===== src/design/adc_seq_pkg.sv =====
// shared constants, register map, field layout and types of the a/d sequencer
// assumes a single system clock; the analog array and comparator live outside
package adc_seq_pkg;

    localparam logic [7:0] CTRL0_OFS       = 8'h00;
    localparam logic [7:0] TIMING_OFS      = 8'h04;
    localparam logic [7:0] RES_HIGH_OFS    = 8'h08;
    localparam logic [7:0] RES_LOW_OFS     = 8'h0c;
    localparam logic [7:0] STATUS_OFS      = 8'h10;

    localparam int         CTRL0_POWER_BIT = 0;
    localparam int         CTRL0_GO_BIT    = 1;
    localparam int         TIM_ALIGN_BIT   = 7;
    localparam int         TIM_ACQ_LSB     = 3;
    localparam int         TIM_CLK_LSB     = 0;
    localparam int         STATUS_DONE_BIT = 0;

    localparam logic [2:0] ACQ_RESET       = 3'h0;
    localparam logic [2:0] CLK_RESET       = 3'h0;
    localparam logic [7:0] BYTE_ZERO       = 8'h00;

    localparam int         RESULT_W        = 10;
    localparam int         CONV_PERIODS    = 11;
    localparam int         SETTLE_PERIODS  = 2;
    localparam int         TCY_OSC         = 4;
    localparam int         DIV_W           = 7;
    localparam int         PER_W           = 5;

    typedef struct packed {
        logic        psel;
        logic        penable;
        logic        pwrite;
        logic [7:0]  paddr;
        logic [31:0] pwdata;
    } apb_req_s;

    typedef enum logic [4:0] {
        ST_IDLE     = 5'b00001,
        ST_RC_DELAY = 5'b00010,
        ST_ACQUIRE  = 5'b00100,
        ST_CONVERT  = 5'b01000,
        ST_SETTLE   = 5'b10000
    } seq_state_e;

    function automatic logic [PER_W-1:0] acq_periods(input logic [2:0] sel);
        unique case (sel)
            3'h7: acq_periods = 5'h14;
            3'h6: acq_periods = 5'h10;
            3'h5: acq_periods = 5'h0c;
            3'h4: acq_periods = 5'h08;
            3'h3: acq_periods = 5'h06;
            3'h2: acq_periods = 5'h04;
            3'h1: acq_periods = 5'h02;
            3'h0: acq_periods = 5'h00;
        endcase
    endfunction : acq_periods

    function automatic logic [DIV_W-1:0] clk_divisor(input logic [2:0] sel);
        unique case (sel)
            3'h0:    clk_divisor = 7'h02;
            3'h1:    clk_divisor = 7'h08;
            3'h2:    clk_divisor = 7'h20;
            3'h4:    clk_divisor = 7'h04;
            3'h5:    clk_divisor = 7'h10;
            3'h6:    clk_divisor = 7'h40;
            default: clk_divisor = 7'h02;
        endcase
    endfunction : clk_divisor

    function automatic logic clk_is_rc(input logic [2:0] sel);
        clk_is_rc = (sel[1:0] == 2'h3);
    endfunction : clk_is_rc

endpackage : adc_seq_pkg


===== src/design/adc_acquire_convert_sequencer.sv =====
// a/d acquire and convert sequencer with apb register slave
// assumes apb master in the clock_in domain; analog sample switch and
// comparator outside; rc_tick_in is a synchronous pulse per rc period
//
// Functional notes
// - alignment bit seven picks right or left
// - acquisition code selects zero to twenty periods
// - clock code selects oscillator divide ratio
// - codes 011 and 111 select rc clock
// - rc clock starts one instruction cycle late
// - timing bit six always reads zero
// - reset clears registers, powers off, aborts
// - completion loads result, clears go, sets done
// - reset leaves result pair untouched
// - two periods wait before next acquisition
// - nonzero code samples then converts automatically
// - zero code converts at once on go
// - after conversion sampling resumes
// - go stays set through acquisition and conversion
// - conversion start opens the sampling switch
// - successive approximation, one bit per period
// - go reads one while busy, else zero
// - full conversion takes eleven periods
// - clearing go aborts, result pair kept
// - converter runs only while power enabled
//
// Our own choices: the APB register port and the placing of the registers.
`timescale 1ns/1ps
module adc_acquire_convert_sequencer
    import adc_seq_pkg::*;
#(
    parameter int TCY_CYCLES = TCY_OSC
)(
    input  wire logic                clock_in,
    input  wire logic                nrst_in,
    input  wire apb_req_s            apb_in,
    output logic [31:0]              prdata_out,
    output logic                     pready_out,
    output logic                     pslverr_out,
    input  wire logic                rc_tick_in,
    input  wire logic                comparator_in,
    output logic                     sample_switch_out,
    output logic [RESULT_W-1:0]      trial_code_out,
    output logic                     converter_on_out,
    output logic                     busy_out,
    output logic                     conversion_done_flag_out
);

    typedef struct packed {
        seq_state_e        state;
        logic              converter_power_enable;
        logic              result_align_select;
        logic [2:0]        acq_time_select;
        logic [2:0]        conv_clock_select;
        logic              conversion_done_flag;
        logic [PER_W-1:0]  periods;
        logic [2:0]        delay_cnt;
        logic              sar_start;
        logic [7:0]        result_high_byte;
        logic [7:0]        result_low_byte;
    } seq_s;

    seq_s seq_ff;
    seq_s nxt_seq;

    logic                wr_access;
    logic                rd_access;
    logic                addr_hit;
    logic                tad_tick;
    logic                tad_run;
    logic                sar_abort;
    logic                sar_done;
    logic [RESULT_W-1:0] sar_result;
    logic [7:0]          timing_rd;
    logic                go_rd;
    logic                abort_go;

    assign wr_access = apb_in.psel && apb_in.penable && apb_in.pwrite;
    assign rd_access = apb_in.psel && apb_in.penable && !apb_in.pwrite;
    assign addr_hit  = (apb_in.paddr == CTRL0_OFS) || (apb_in.paddr == TIMING_OFS)
                    || (apb_in.paddr == RES_HIGH_OFS) || (apb_in.paddr == RES_LOW_OFS)
                    || (apb_in.paddr == STATUS_OFS);

    // zero wait states: every access completes in its first access cycle
    assign pready_out  = 1'b1;
    assign pslverr_out = apb_in.psel && apb_in.penable && !addr_hit;

    assign go_rd     = seq_ff.converter_power_enable && (seq_ff.state != ST_IDLE)
                    && (seq_ff.state != ST_SETTLE);
    assign timing_rd = {seq_ff.result_align_select, 1'b0,
                        seq_ff.acq_time_select, seq_ff.conv_clock_select};

    always_comb
    begin
        prdata_out = 32'h0000_0000;
        if (rd_access)
        begin
            unique case (apb_in.paddr)
                CTRL0_OFS:    prdata_out = {30'h0, go_rd, seq_ff.converter_power_enable};
                TIMING_OFS:   prdata_out = {24'h0, timing_rd};
                RES_HIGH_OFS: prdata_out = {24'h0, seq_ff.result_high_byte};
                RES_LOW_OFS:  prdata_out = {24'h0, seq_ff.result_low_byte};
                STATUS_OFS:   prdata_out = {31'h0, seq_ff.conversion_done_flag};
                default:      prdata_out = 32'h0000_0000;
            endcase
        end
    end

    // period counts in acquire and settle only advance on conversion period ticks
    // an abort restarts the divider phase so the settle wait gets whole periods
    assign tad_run = ((seq_ff.state == ST_ACQUIRE) || (seq_ff.state == ST_CONVERT)
                  || (seq_ff.state == ST_SETTLE)) && !abort_go;

    tad_clock_gen #(
        .DW (DIV_W)
    ) u_tad (
        .clock_in     (clock_in),
        .nrst_in      (nrst_in),
        .run_in       (tad_run),
        .clk_sel_in   (seq_ff.conv_clock_select),
        .rc_tick_in   (rc_tick_in),
        .tad_tick_out (tad_tick)
    );

    sar_engine #(
        .RW (RESULT_W)
    ) u_sar (
        .clock_in       (clock_in),
        .nrst_in        (nrst_in),
        .start_in       (seq_ff.sar_start),
        .abort_in       (sar_abort),
        .tad_tick_in    (tad_tick),
        .comparator_in  (comparator_in),
        .trial_code_out (trial_code_out),
        .result_out     (sar_result),
        .done_out       (sar_done)
    );

    logic wr_ctrl0;
    logic wr_go;
    logic wr_power;

    assign wr_ctrl0 = wr_access && (apb_in.paddr == CTRL0_OFS);
    assign wr_go    = wr_ctrl0 && apb_in.pwdata[CTRL0_GO_BIT];
    assign wr_power = wr_ctrl0 ? apb_in.pwdata[CTRL0_POWER_BIT]
                               : seq_ff.converter_power_enable;
    assign abort_go = wr_ctrl0 && !apb_in.pwdata[CTRL0_GO_BIT]
                   && ((seq_ff.state == ST_ACQUIRE) || (seq_ff.state == ST_CONVERT)
                   || (seq_ff.state == ST_RC_DELAY));
    assign sar_abort = abort_go || !wr_power;

    always_comb
    begin
        nxt_seq           = seq_ff;
        nxt_seq.sar_start = 1'b0;
        nxt_seq.converter_power_enable = wr_power;

        if (wr_access && (apb_in.paddr == TIMING_OFS))
        begin
            nxt_seq.result_align_select = apb_in.pwdata[TIM_ALIGN_BIT];
            nxt_seq.acq_time_select     = apb_in.pwdata[TIM_ACQ_LSB +: 3];
            nxt_seq.conv_clock_select   = apb_in.pwdata[TIM_CLK_LSB +: 3];
        end
        if (wr_access && (apb_in.paddr == RES_HIGH_OFS))
            nxt_seq.result_high_byte = apb_in.pwdata[7:0];
        if (wr_access && (apb_in.paddr == RES_LOW_OFS))
            nxt_seq.result_low_byte = apb_in.pwdata[7:0];
        // write one to clear; a completion in the same cycle wins below
        if (wr_access && (apb_in.paddr == STATUS_OFS) && apb_in.pwdata[STATUS_DONE_BIT])
            nxt_seq.conversion_done_flag = 1'b0;

        unique case (seq_ff.state)
            ST_IDLE:
            begin
                nxt_seq.periods   = '0;
                nxt_seq.delay_cnt = 3'h0;
                if (wr_go && seq_ff.converter_power_enable)
                begin
                    if (clk_is_rc(seq_ff.conv_clock_select))
                        nxt_seq.state = ST_RC_DELAY;
                    else if (acq_periods(seq_ff.acq_time_select) != '0)
                        nxt_seq.state = ST_ACQUIRE;
                    else
                    begin
                        nxt_seq.state     = ST_CONVERT;
                        nxt_seq.sar_start = 1'b1;
                    end
                end
            end
            ST_RC_DELAY:
            begin
                nxt_seq.delay_cnt = seq_ff.delay_cnt + 3'h1;
                if (seq_ff.delay_cnt == 3'(TCY_CYCLES - 1))
                begin
                    if (acq_periods(seq_ff.acq_time_select) != '0)
                        nxt_seq.state = ST_ACQUIRE;
                    else
                    begin
                        nxt_seq.state     = ST_CONVERT;
                        nxt_seq.sar_start = 1'b1;
                    end
                end
            end
            ST_ACQUIRE:
            begin
                if (tad_tick)
                begin
                    nxt_seq.periods = seq_ff.periods + 5'h01;
                    if (seq_ff.periods + 5'h01 == acq_periods(seq_ff.acq_time_select))
                    begin
                        nxt_seq.state     = ST_CONVERT;
                        nxt_seq.sar_start = 1'b1;
                    end
                end
            end
            ST_CONVERT:
            begin
                nxt_seq.periods = '0;
                if (sar_done)
                begin
                    nxt_seq.state                = ST_SETTLE;
                    nxt_seq.conversion_done_flag = 1'b1;
                    if (seq_ff.result_align_select)
                    begin
                        nxt_seq.result_high_byte = {6'h00, sar_result[9:8]};
                        nxt_seq.result_low_byte  = sar_result[7:0];
                    end
                    else
                    begin
                        nxt_seq.result_high_byte = sar_result[9:2];
                        nxt_seq.result_low_byte  = {sar_result[1:0], 6'h00};
                    end
                end
            end
            ST_SETTLE:
            begin
                if (tad_tick)
                begin
                    nxt_seq.periods = seq_ff.periods + 5'h01;
                    if (seq_ff.periods + 5'h01 == 5'(SETTLE_PERIODS))
                        nxt_seq.state = ST_IDLE;
                end
            end
        endcase

        if (abort_go)
        begin
            nxt_seq.state   = ST_SETTLE;
            nxt_seq.periods = '0;
        end
        if (!wr_power)
            nxt_seq.state = ST_IDLE;
    end

    always_ff @(posedge clock_in)
    begin
        if (!nrst_in)
        begin
            seq_ff                        <= seq_ff;
            seq_ff.state                  <= ST_IDLE;
            seq_ff.converter_power_enable <= 1'b0;
            seq_ff.result_align_select    <= 1'b0;
            seq_ff.acq_time_select        <= ACQ_RESET;
            seq_ff.conv_clock_select      <= CLK_RESET;
            seq_ff.conversion_done_flag   <= 1'b0;
            seq_ff.periods                <= '0;
            seq_ff.delay_cnt              <= 3'h0;
            seq_ff.sar_start              <= 1'b0;
            // result bytes deliberately keep their content through reset
            seq_ff.result_high_byte       <= seq_ff.result_high_byte;
            seq_ff.result_low_byte        <= seq_ff.result_low_byte;
        end
        else
        begin
            seq_ff <= nxt_seq;
        end
    end

    // sampling stops from conversion start through the settle wait
    assign sample_switch_out = seq_ff.converter_power_enable
                            && ((seq_ff.state == ST_IDLE) || (seq_ff.state == ST_ACQUIRE)
                            || (seq_ff.state == ST_RC_DELAY));
    assign converter_on_out         = seq_ff.converter_power_enable;
    assign busy_out                 = go_rd;
    assign conversion_done_flag_out = seq_ff.conversion_done_flag;

endmodule : adc_acquire_convert_sequencer


===== src/design/tad_clock_gen.sv =====
// conversion period tick generator: oscillator divider or rc source
// assumes rc_tick_in is a one-cycle pulse synchronous to clock_in
`timescale 1ns/1ps
module tad_clock_gen
    import adc_seq_pkg::*;
#(
    parameter int DW = DIV_W
)(
    input  wire logic       clock_in,
    input  wire logic       nrst_in,
    input  wire logic       run_in,
    input  wire logic [2:0] clk_sel_in,
    input  wire logic       rc_tick_in,
    output logic            tad_tick_out
);

    typedef struct packed {
        logic [DW-1:0] cnt;
        logic          tick;
    } gen_s;

    gen_s gen_ff;
    gen_s nxt_gen;

    always_comb
    begin
        nxt_gen      = gen_ff;
        nxt_gen.tick = 1'b0;
        if (!run_in)
        begin
            // restart phase so each sequence sees whole periods
            nxt_gen.cnt = '0;
        end
        else if (clk_is_rc(clk_sel_in))
        begin
            nxt_gen.tick = rc_tick_in;
        end
        else if (gen_ff.cnt + 1'b1 == DW'(clk_divisor(clk_sel_in)))
        begin
            nxt_gen.cnt  = '0;
            nxt_gen.tick = 1'b1;
        end
        else
        begin
            nxt_gen.cnt = gen_ff.cnt + 1'b1;
        end
    end

    always_ff @(posedge clock_in)
    begin
        if (!nrst_in)
            gen_ff <= '0;
        else
            gen_ff <= nxt_gen;
    end

    assign tad_tick_out = gen_ff.tick;

endmodule : tad_clock_gen


===== src/design/sar_engine.sv =====
// successive approximation register: one setup period then one decision per period
// assumes comparator_in is high when the held sample is at or above trial_code_out
`timescale 1ns/1ps
module sar_engine
    import adc_seq_pkg::*;
#(
    parameter int RW = RESULT_W
)(
    input  wire logic          clock_in,
    input  wire logic          nrst_in,
    input  wire logic          start_in,
    input  wire logic          abort_in,
    input  wire logic          tad_tick_in,
    input  wire logic          comparator_in,
    output logic [RW-1:0]      trial_code_out,
    output logic [RW-1:0]      result_out,
    output logic               done_out
);

    typedef struct packed {
        logic          busy;
        logic [3:0]    step;
        logic [RW-1:0] code;
        logic [RW-1:0] result;
        logic          done;
    } sar_s;

    sar_s sar_ff;
    sar_s nxt_sar;
    logic [3:0] idx;

    always_comb
    begin
        nxt_sar      = sar_ff;
        nxt_sar.done = 1'b0;
        idx          = 4'(RW) - sar_ff.step;
        if (abort_in)
        begin
            nxt_sar.busy = 1'b0;
            nxt_sar.code = '0;
        end
        else if (start_in)
        begin
            nxt_sar.busy = 1'b1;
            nxt_sar.step = 4'h0;
            nxt_sar.code = '0;
        end
        else if (sar_ff.busy && tad_tick_in)
        begin
            nxt_sar.step = sar_ff.step + 4'h1;
            if (sar_ff.step == 4'h0)
            begin
                nxt_sar.code[RW-1] = 1'b1;
            end
            else
            begin
                nxt_sar.code[idx] = comparator_in;
                if (idx != 4'h0)
                    nxt_sar.code[idx - 4'h1] = 1'b1;
                if (sar_ff.step == 4'(CONV_PERIODS - 1))
                begin
                    nxt_sar.result = nxt_sar.code;
                    nxt_sar.done   = 1'b1;
                    nxt_sar.busy   = 1'b0;
                    // trial code back to zero so the array idles outside conversion
                    nxt_sar.code   = '0;
                end
            end
        end
    end

    always_ff @(posedge clock_in)
    begin
        if (!nrst_in)
            sar_ff <= '0;
        else
            sar_ff <= nxt_sar;
    end

    assign trial_code_out = sar_ff.code;
    assign result_out     = sar_ff.result;
    assign done_out       = sar_ff.done;

endmodule : sar_engine


===== config.mk =====
export PLATFORM = sky130hd
export DESIGN_NAME = adc_acquire_convert_sequencer
export DESIGN_NICKNAME = d
export VERILOG_FILES = /design/src/design/adc_seq_pkg.sv /design/src/design/adc_acquire_convert_sequencer.sv /design/src/design/tad_clock_gen.sv /design/src/design/sar_engine.sv
export SDC_FILE = /design/constraint.sdc
export NUM_CORES = 1
export LEC_CHECK = 0
export BUFFER_PORTS_ARGS = -buffer_cell sky130_fd_sc_hd__buf_2
export CAP_MARGIN = 20
export CORE_MARGIN = 8
export CORE_UTILIZATION = 51
export CTS_CLUSTER_DIAMETER = 40
export CTS_CLUSTER_SIZE = 28
export DETAILED_ROUTE_END_ITERATION = 6
export HOLD_SLACK_MARGIN = 0.02
export PLACE_DENSITY_LB_ADDON = 0.15
export SETUP_SLACK_MARGIN = 0.2
export SLEW_MARGIN = 20
export SYNTH_ARGS = -nofsm -noshare
export SYNTH_HDL_FRONTEND = slang
export SYNTH_SLANG_ARGS = --single-unit

===== constraint.sdc =====
create_clock -name clock_in -period 2.35 [get_ports clock_in]
set_input_delay 0.235 -clock clock_in [delete_from_list [all_inputs] [get_ports clock_in]]
set_output_delay 0.235 -clock clock_in [all_outputs]
set_load 0.005 [all_outputs]

==> metrics, run 1 <==
status completed; WP data arrival 2.47 ns; Final Non-Filler Cells 797; clock tree sinks 77; Hold Worst Slack 0.1349 ns; Final setup viols 0; area of the core 9684 sq um; Async SR Flop Fraction 0%; most frequent cells in the layout 58 x a21oi_1, 55 x dfxtp_1, 49 x nor2_1, 44 x buf_4, 43 x buf_2; Syn Area/Cell 8.471 sq um; Clock Path Buffers 2; Vias/cell 5.790; Critical Path Max Stage Delay 0.54 ns; Synth Area in Compound Gates 21.96%; most frequent CP cell buf_6; CP top delay family simple AND/OR/NAND/NOR gates; clk_lat worst skew 0.35 ns; Worst-Margin Slew 0.5940 ns; max_cap viols 0; iteration count of the initial detailed-routing pass 5; initial core utilization 52.13%; worst-path fanout max 5; grt total ovfl 0; largest family of logic cells by synthesized area compound AO/OA/AOI/OAI gates; worst r2r src seq_ff[35]; initial antenna violation count 0; register area share after synthesis 33.71%; hold path depth 3; layout cell share with drive strength beyond 1 28.01%; top_reg_cell synth dfxtp_1; CTS clock-pin slew for the worst setup and hold paths 0.08 ns; Final Skew 0.009927 ns; Yosys top cell by area dfxtp_1; Synth Register Bits 77; vias in the first global route 4417; Final ANT Viol Nets 0; drt drc 0; CP required 2.59 ns; Post-Route WL 13760 microns; placed insts 765; CTS tree yes; Lkg Pwr 2.485 nW; Worst setup SP type input pin; fmax 447.9 MHz; area share of xor/xnor cells in the synthesized design 2.776%; crit-path cells buf_6 > or4_4 > buf_6 > or4_4 > buf_6 > o41ai_4 > nor4_4 > and3_1 > a41o_1; # diodes 0; area delta synth->final 20.25%; CTS H-tree depth 3; top area cells in the synthesized netlist dfxtp_1 24%, edfxtp_1 9.5%, mux2i_1 6.9%; mux cell area share after synthesis 8.724%; final hold vios 0; Cells after Synth 596; wire per inst 17.26 microns; min cycle time layout 2.233 ns; Buffers on Ports 45; pin count of the biggest net entering global routing 34; final worst-path cycle share 95.00%; Die H 115.5 microns; gpl congestion 0.8688; commonest non-fill, non-tap cell in the layout a21oi_1; final slew viol count 0; Setup TNS 0 ns; Worst Path Buf+Inv 3; FF-to-FF path depth 8; Mapped Area 5049 sq um; simple-gate share of the synthesized area 21.29%; Worst VDD drop 0.3254 mV; Worst Min Path Start rc_tick_in; first-pass GRT wire length 21780 microns; die area 13340 sq um; Top Ports 95; reg2reg end u_sar.sar_ff[24]; Hold Path End u_tad.tad_tick_out; gr usage total 20.28%; die width 115.5 microns; via count 4615; CP Class input pin to flop; TritonCTS buffer count 9; Crit-path slowest cell or4_4; Max transition margin 60.35%; EDFF count, synth 16; post-synth top area share 24.19%; Post-Synth Adder-Cell Area 2.726%; drt first-iter violations 268; reg2reg setup slack 0.25 ns; FP Rows 36; Worst Hold Class input pin to flop; pwr dens 437.2 nW/um^2; crit end category flop; Yosys warning count 0; placed wire-length estimate 9651 microns; RSZ-0062 raised after global routing true; Nets 717; Root Driver clkbuf_8; post-synth cell types 69
==> registers in the layout, indices dropped and copies added, names as in the netlist, named ones only <==
name                      count
u_sar.sar_ff                  5
u_sar.done_out                1
u_sar.trial_code_out         10
u_tad.tad_tick_out            1
converter_on_out              1
u_tad.gen_ff                  7
u_sar.result_out             10
conversion_done_flag_out      1
seq_ff                       37
==> tightest hold or removal path, cell delays in order <==
cell and delay [ns]:
buf_2 0.09, nand3_2 0.06, o21ai_1 0.06
==> cell type report <==
cell class,count,area [sq um]
Clock inverter,7,90.09
Timing Repair Buffer,96,664.4
Clock buffer,9,123.9
Multi-Input combinational cell,463,3257
Inverter,12,47.55
Fill cell,854,3613
Sequential cell,77,1722
Tap cell,133,166.4
==> synth_stat cells, types with 3 or more instances <==
library cell,number
a22oi_1,7
nor2_1,50
buf_4,35
clkbuf_1,29
nand2b_1,4
nand4_1,8
and3_1,13
nor3b_1,6
dfxtp_1,61
o21ba_2,7
a21o_1,3
nand3_1,21
a31oi_1,5
a31o_2,3
or2_2,3
o21ai_0,42
nor3_1,8
a21boi_0,4
nor2b_1,15
a211oi_1,7
a21oi_1,59
inv_1,12
ha_1,11
mux2i_1,35
mux2_2,6
a22o_1,6
xnor2_1,8
nand2_1,29
nand3b_1,8
or3_1,8
or4_1,4
xor2_1,8
edfxtp_1,16
o211ai_1,3
o31ai_1,3
and2_1,6
==> how the worst max path moves through the flow <==
| stage | start | to | slack [ns] | cells after the start |
|---|---|---|---|---|
| after global routing | seq_ff[34] | prdata_out[1] | 0.06 | 5 |
| after CTS | apb_in[38] | u_tad.gen_ff[4] | 0.15 | 9 |
| after floorplan | apb_in[32] | u_tad.gen_ff[4] | -0.02 | 7 |
| final | apb_in[38] | u_tad.gen_ff[2] | 0.12 | 9 |
| after detailed placement | apb_in[32] | u_tad.gen_ff[4] | -0.13 | 8 |
| after global placement | apb_in[32] | u_tad.gen_ff[4] | -0.10 | 8 |
==> metrics by stage <==
stage	instance area [sq um]	power, mW	util [%]	setup WS (ns)
after global routing	6071	2.750	62.69	0.06051
after global placement	5426	1.560	56.03	-0.1043
after CTS	5826	2.657	60.16	0.1466
final	6071	2.654	62.69	0.1174
after detailed placement	5426	1.563	56.03	-0.1267
after floorplan	5152	1.526	-	-0.01588
==> routing by layer <==
| layer | global-route usage, % | wire (microns) |
|---|---|---|
| met5 | 0 | 0 |
| met3 | 2.553 | 534 |
| met2 | 33.72 | 6802 |
| met4 | 7.793 | 272 |
| met1 | 26.18 | 6149 |
==> kinds of logic after synthesis <==
logic type               Yosys count
AND/OR/NAND/NOR                  197
adder cells (fa/ha/maj)           11
multiplexers                      42
AO/OA/AOI/OAI                    172
buffers and inverters             79
other                              2
flip-flops                        77
XOR/XNOR                          16
==> where the power goes <==
part,switching (mW),internal (mW)
clock network,0.508,0.593
logic,0.109,0.0728
registers,0.0103,1.36
total,0.627,2.03
==> repair_timing <==
action / 4_1_cts / 5_1_grt
hold buffers: 0 / 0
buffers inserted: 10 / 5
setup endpoints to repair: 26 / 45
gates resized for setup: 29 / 49
pin swaps: 11 / 15
gates cloned: 1 / 0
No activity file was read; power rests on OpenSTA's default activity.
==> run 2: changes to the inputs <==
--- a/config.mk
+++ b/config.mk
@@ -7,8 +7,9 @@
 export LEC_CHECK = 0
 export BUFFER_PORTS_ARGS = -buffer_cell sky130_fd_sc_hd__buf_2
 export CAP_MARGIN = 20
+export CORE_ASPECT_RATIO = 1.1
 export CORE_MARGIN = 8
-export CORE_UTILIZATION = 51
+export CORE_UTILIZATION = 40
 export CTS_CLUSTER_DIAMETER = 40
 export CTS_CLUSTER_SIZE = 28
 export DETAILED_ROUTE_END_ITERATION = 6
==> metrics, run 2 (same netlist as run 1, synthesis figures left out) <==
CP required 2.12 ns (was 2.59 ns); CTS clock-pin slew for the worst setup and hold paths 0.06 ns (was 0.08 ns); # diodes 0 (unchanged); pin count of the biggest net entering global routing 26 (was 34); most frequent cells in the layout 64 x buf_4, 56 x a21oi_1, 53 x dfxtp_1, 44 x buf_2, 43 x nor2_1 (was 58 x a21oi_1, 55 x dfxtp_1, 49 x nor2_1, 44 x buf_4, 43 x buf_2); Max transition margin 60.77% (was 60.35%); initial core utilization 40.45% (was 52.13%); min cycle time layout 2.210 ns (was 2.233 ns); clk_lat worst skew 0.34 ns (was 0.35 ns); worst-path fanout max 3 (was 5); clock tree sinks 77 (unchanged); Filler Cells Inserted 1194 (was 854); gpl congestion 0.8637 (was 0.8688); Final ANT Viol Nets 0 (unchanged); grt total ovfl 0 (unchanged); placed wire-length estimate 10100 microns (was 9651 microns); Worst VDD drop 0.4428 mV (was 0.3254 mV); TritonCTS buffer count 9 (unchanged); Buffers on Ports 45 (unchanged); Root Driver clkbuf_16 (was clkbuf_8); pwr dens 471.8 nW/um^2 (was 437.2 nW/um^2); iteration count of the initial detailed-routing pass 5 (unchanged); dpl cell area 5544 sq um (was 5426 sq um); Clock Path Buffers 2 (unchanged); drt first-iter violations 226 (was 268); Nets 736 (was 717); die area 16480 sq um (was 13340 sq um); gr usage total 16.88% (was 20.28%); Lkg Pwr 2.617 nW (was 2.485 nW); Worst setup SP type input pin (unchanged); FP Rows 43 (was 36); Worst Hold Class input pin to flop (unchanged); Design Power 2.970 mW (was 2.654 mW); hold path depth 3 (unchanged); Die H 133.8 microns (was 115.5 microns); final core occ 50.42% (was 62.69%); drt drc 0 (unchanged); area delta synth->final 24.66% (was 20.25%); Largest Register seq_ff (unchanged); FF-to-FF path depth 8 (unchanged); final slew viol count 0 (unchanged); Hold Worst Slack 0.1422 ns (was 0.1349 ns); Final Non-Filler Cells 840 (was 797); layout cell share with drive strength beyond 1 30.60% (was 28.01%); placed insts 804 (was 765); crit end category output port (was flop); CTS H-tree depth 3 (unchanged); die width 123.1 microns (was 115.5 microns); Final setup viols 0 (unchanged); area of the core 12480 sq um (was 9684 sq um); WP data arrival 1.98 ns (was 2.47 ns); pre-CTS setup slack -0.1427 ns (was -0.1267 ns); Setup TNS 0 ns (unchanged); max_cap viols 0 (unchanged); fmax 452.4 MHz (was 447.9 MHz); vias in the first global route 4477 (was 4417); CTS tree yes (unchanged); Vias/cell 5.479 (was 5.790); Final Skew 0.006002 ns (was 0.009927 ns); final worst slack 0.1395 ns (was 0.1174 ns); final hold vios 0 (unchanged); via count 4602 (was 4615); status completed (unchanged); first-pass GRT wire length 22440 microns (was 21780 microns); initial antenna violation count 0 (unchanged); hold buffers post-CTS 0 (unchanged); Top Ports 95 (unchanged); final worst-path cycle share 94.06% (was 95.00%); RSZ-0062 raised after global routing true (unchanged); Post-Route WL 13840 microns (was 13760 microns); Worst-Margin Slew 0.5876 ns (was 0.5940 ns); CP Class input pin to output port (was input pin to flop); commonest non-fill, non-tap cell in the layout buf_4 (was a21oi_1); Post-Layout Inst Area 6294 sq um (was 6071 sq um); wire per inst 16.47 microns (was 17.26 microns); max reg flops 37 (unchanged)
run 2: where the power goes:
part,switching (mW),total [mW],internal (mW)
logic,0.106,0.179,0.0731
registers,0.0121,1.38,1.36
clock network,0.565,1.41,0.850
total,0.683,2.97,2.29
run 2: final cells by class:
class                   instances  area, sq um  area share [%]
clock inverters                 6        60.06          0.9543
flip-flops and latches         77         1722           27.36
well taps                     157        196.4           3.121
repair buffers                115        779.5           12.39
multi-input cells             463         3248           51.61
clock buffers                  10        239.0           3.797
inverters                      12        48.80          0.7753
run 2: final timing paths:
check                        start                      end  slack [ns]
hold / removal          rc_tick_in       u_tad.tad_tick_out        0.14
setup reg to reg  u_sar.sar_ff[21]  u_sar.trial_code_out[9]        0.22
setup / recovery        apb_in[38]            prdata_out[3]        0.14
hold reg to reg         seq_ff[18]               seq_ff[18]        0.48
run 2: what timing repair did:
item / CTS / global route
resized for setup: 37 / 44
pin swaps: 7 / 13
setup endpoints to repair: 24 / 50
setup buffers: 18 / 1
cloned: 0 / 1
run 2: critical path, cell delays in order:
cell and delay (ns):
buf_6 0.09, or4_4 0.57, buf_6 0.15, nor2_4 0.10
nand3_2 0.10, or3_4 0.37, buf_6 0.15, nor2_4 0.10
buf_2 0.12
run 2: routing by layer:
metal,GRT usage [%],up-vias,share of wire [%]
li1,-,2285,-
met1,22.15,2203,46
met2,27.06,90,49
met3,2.606,24,3.5
met4,6.631,0,2.2
met5,0,-,0
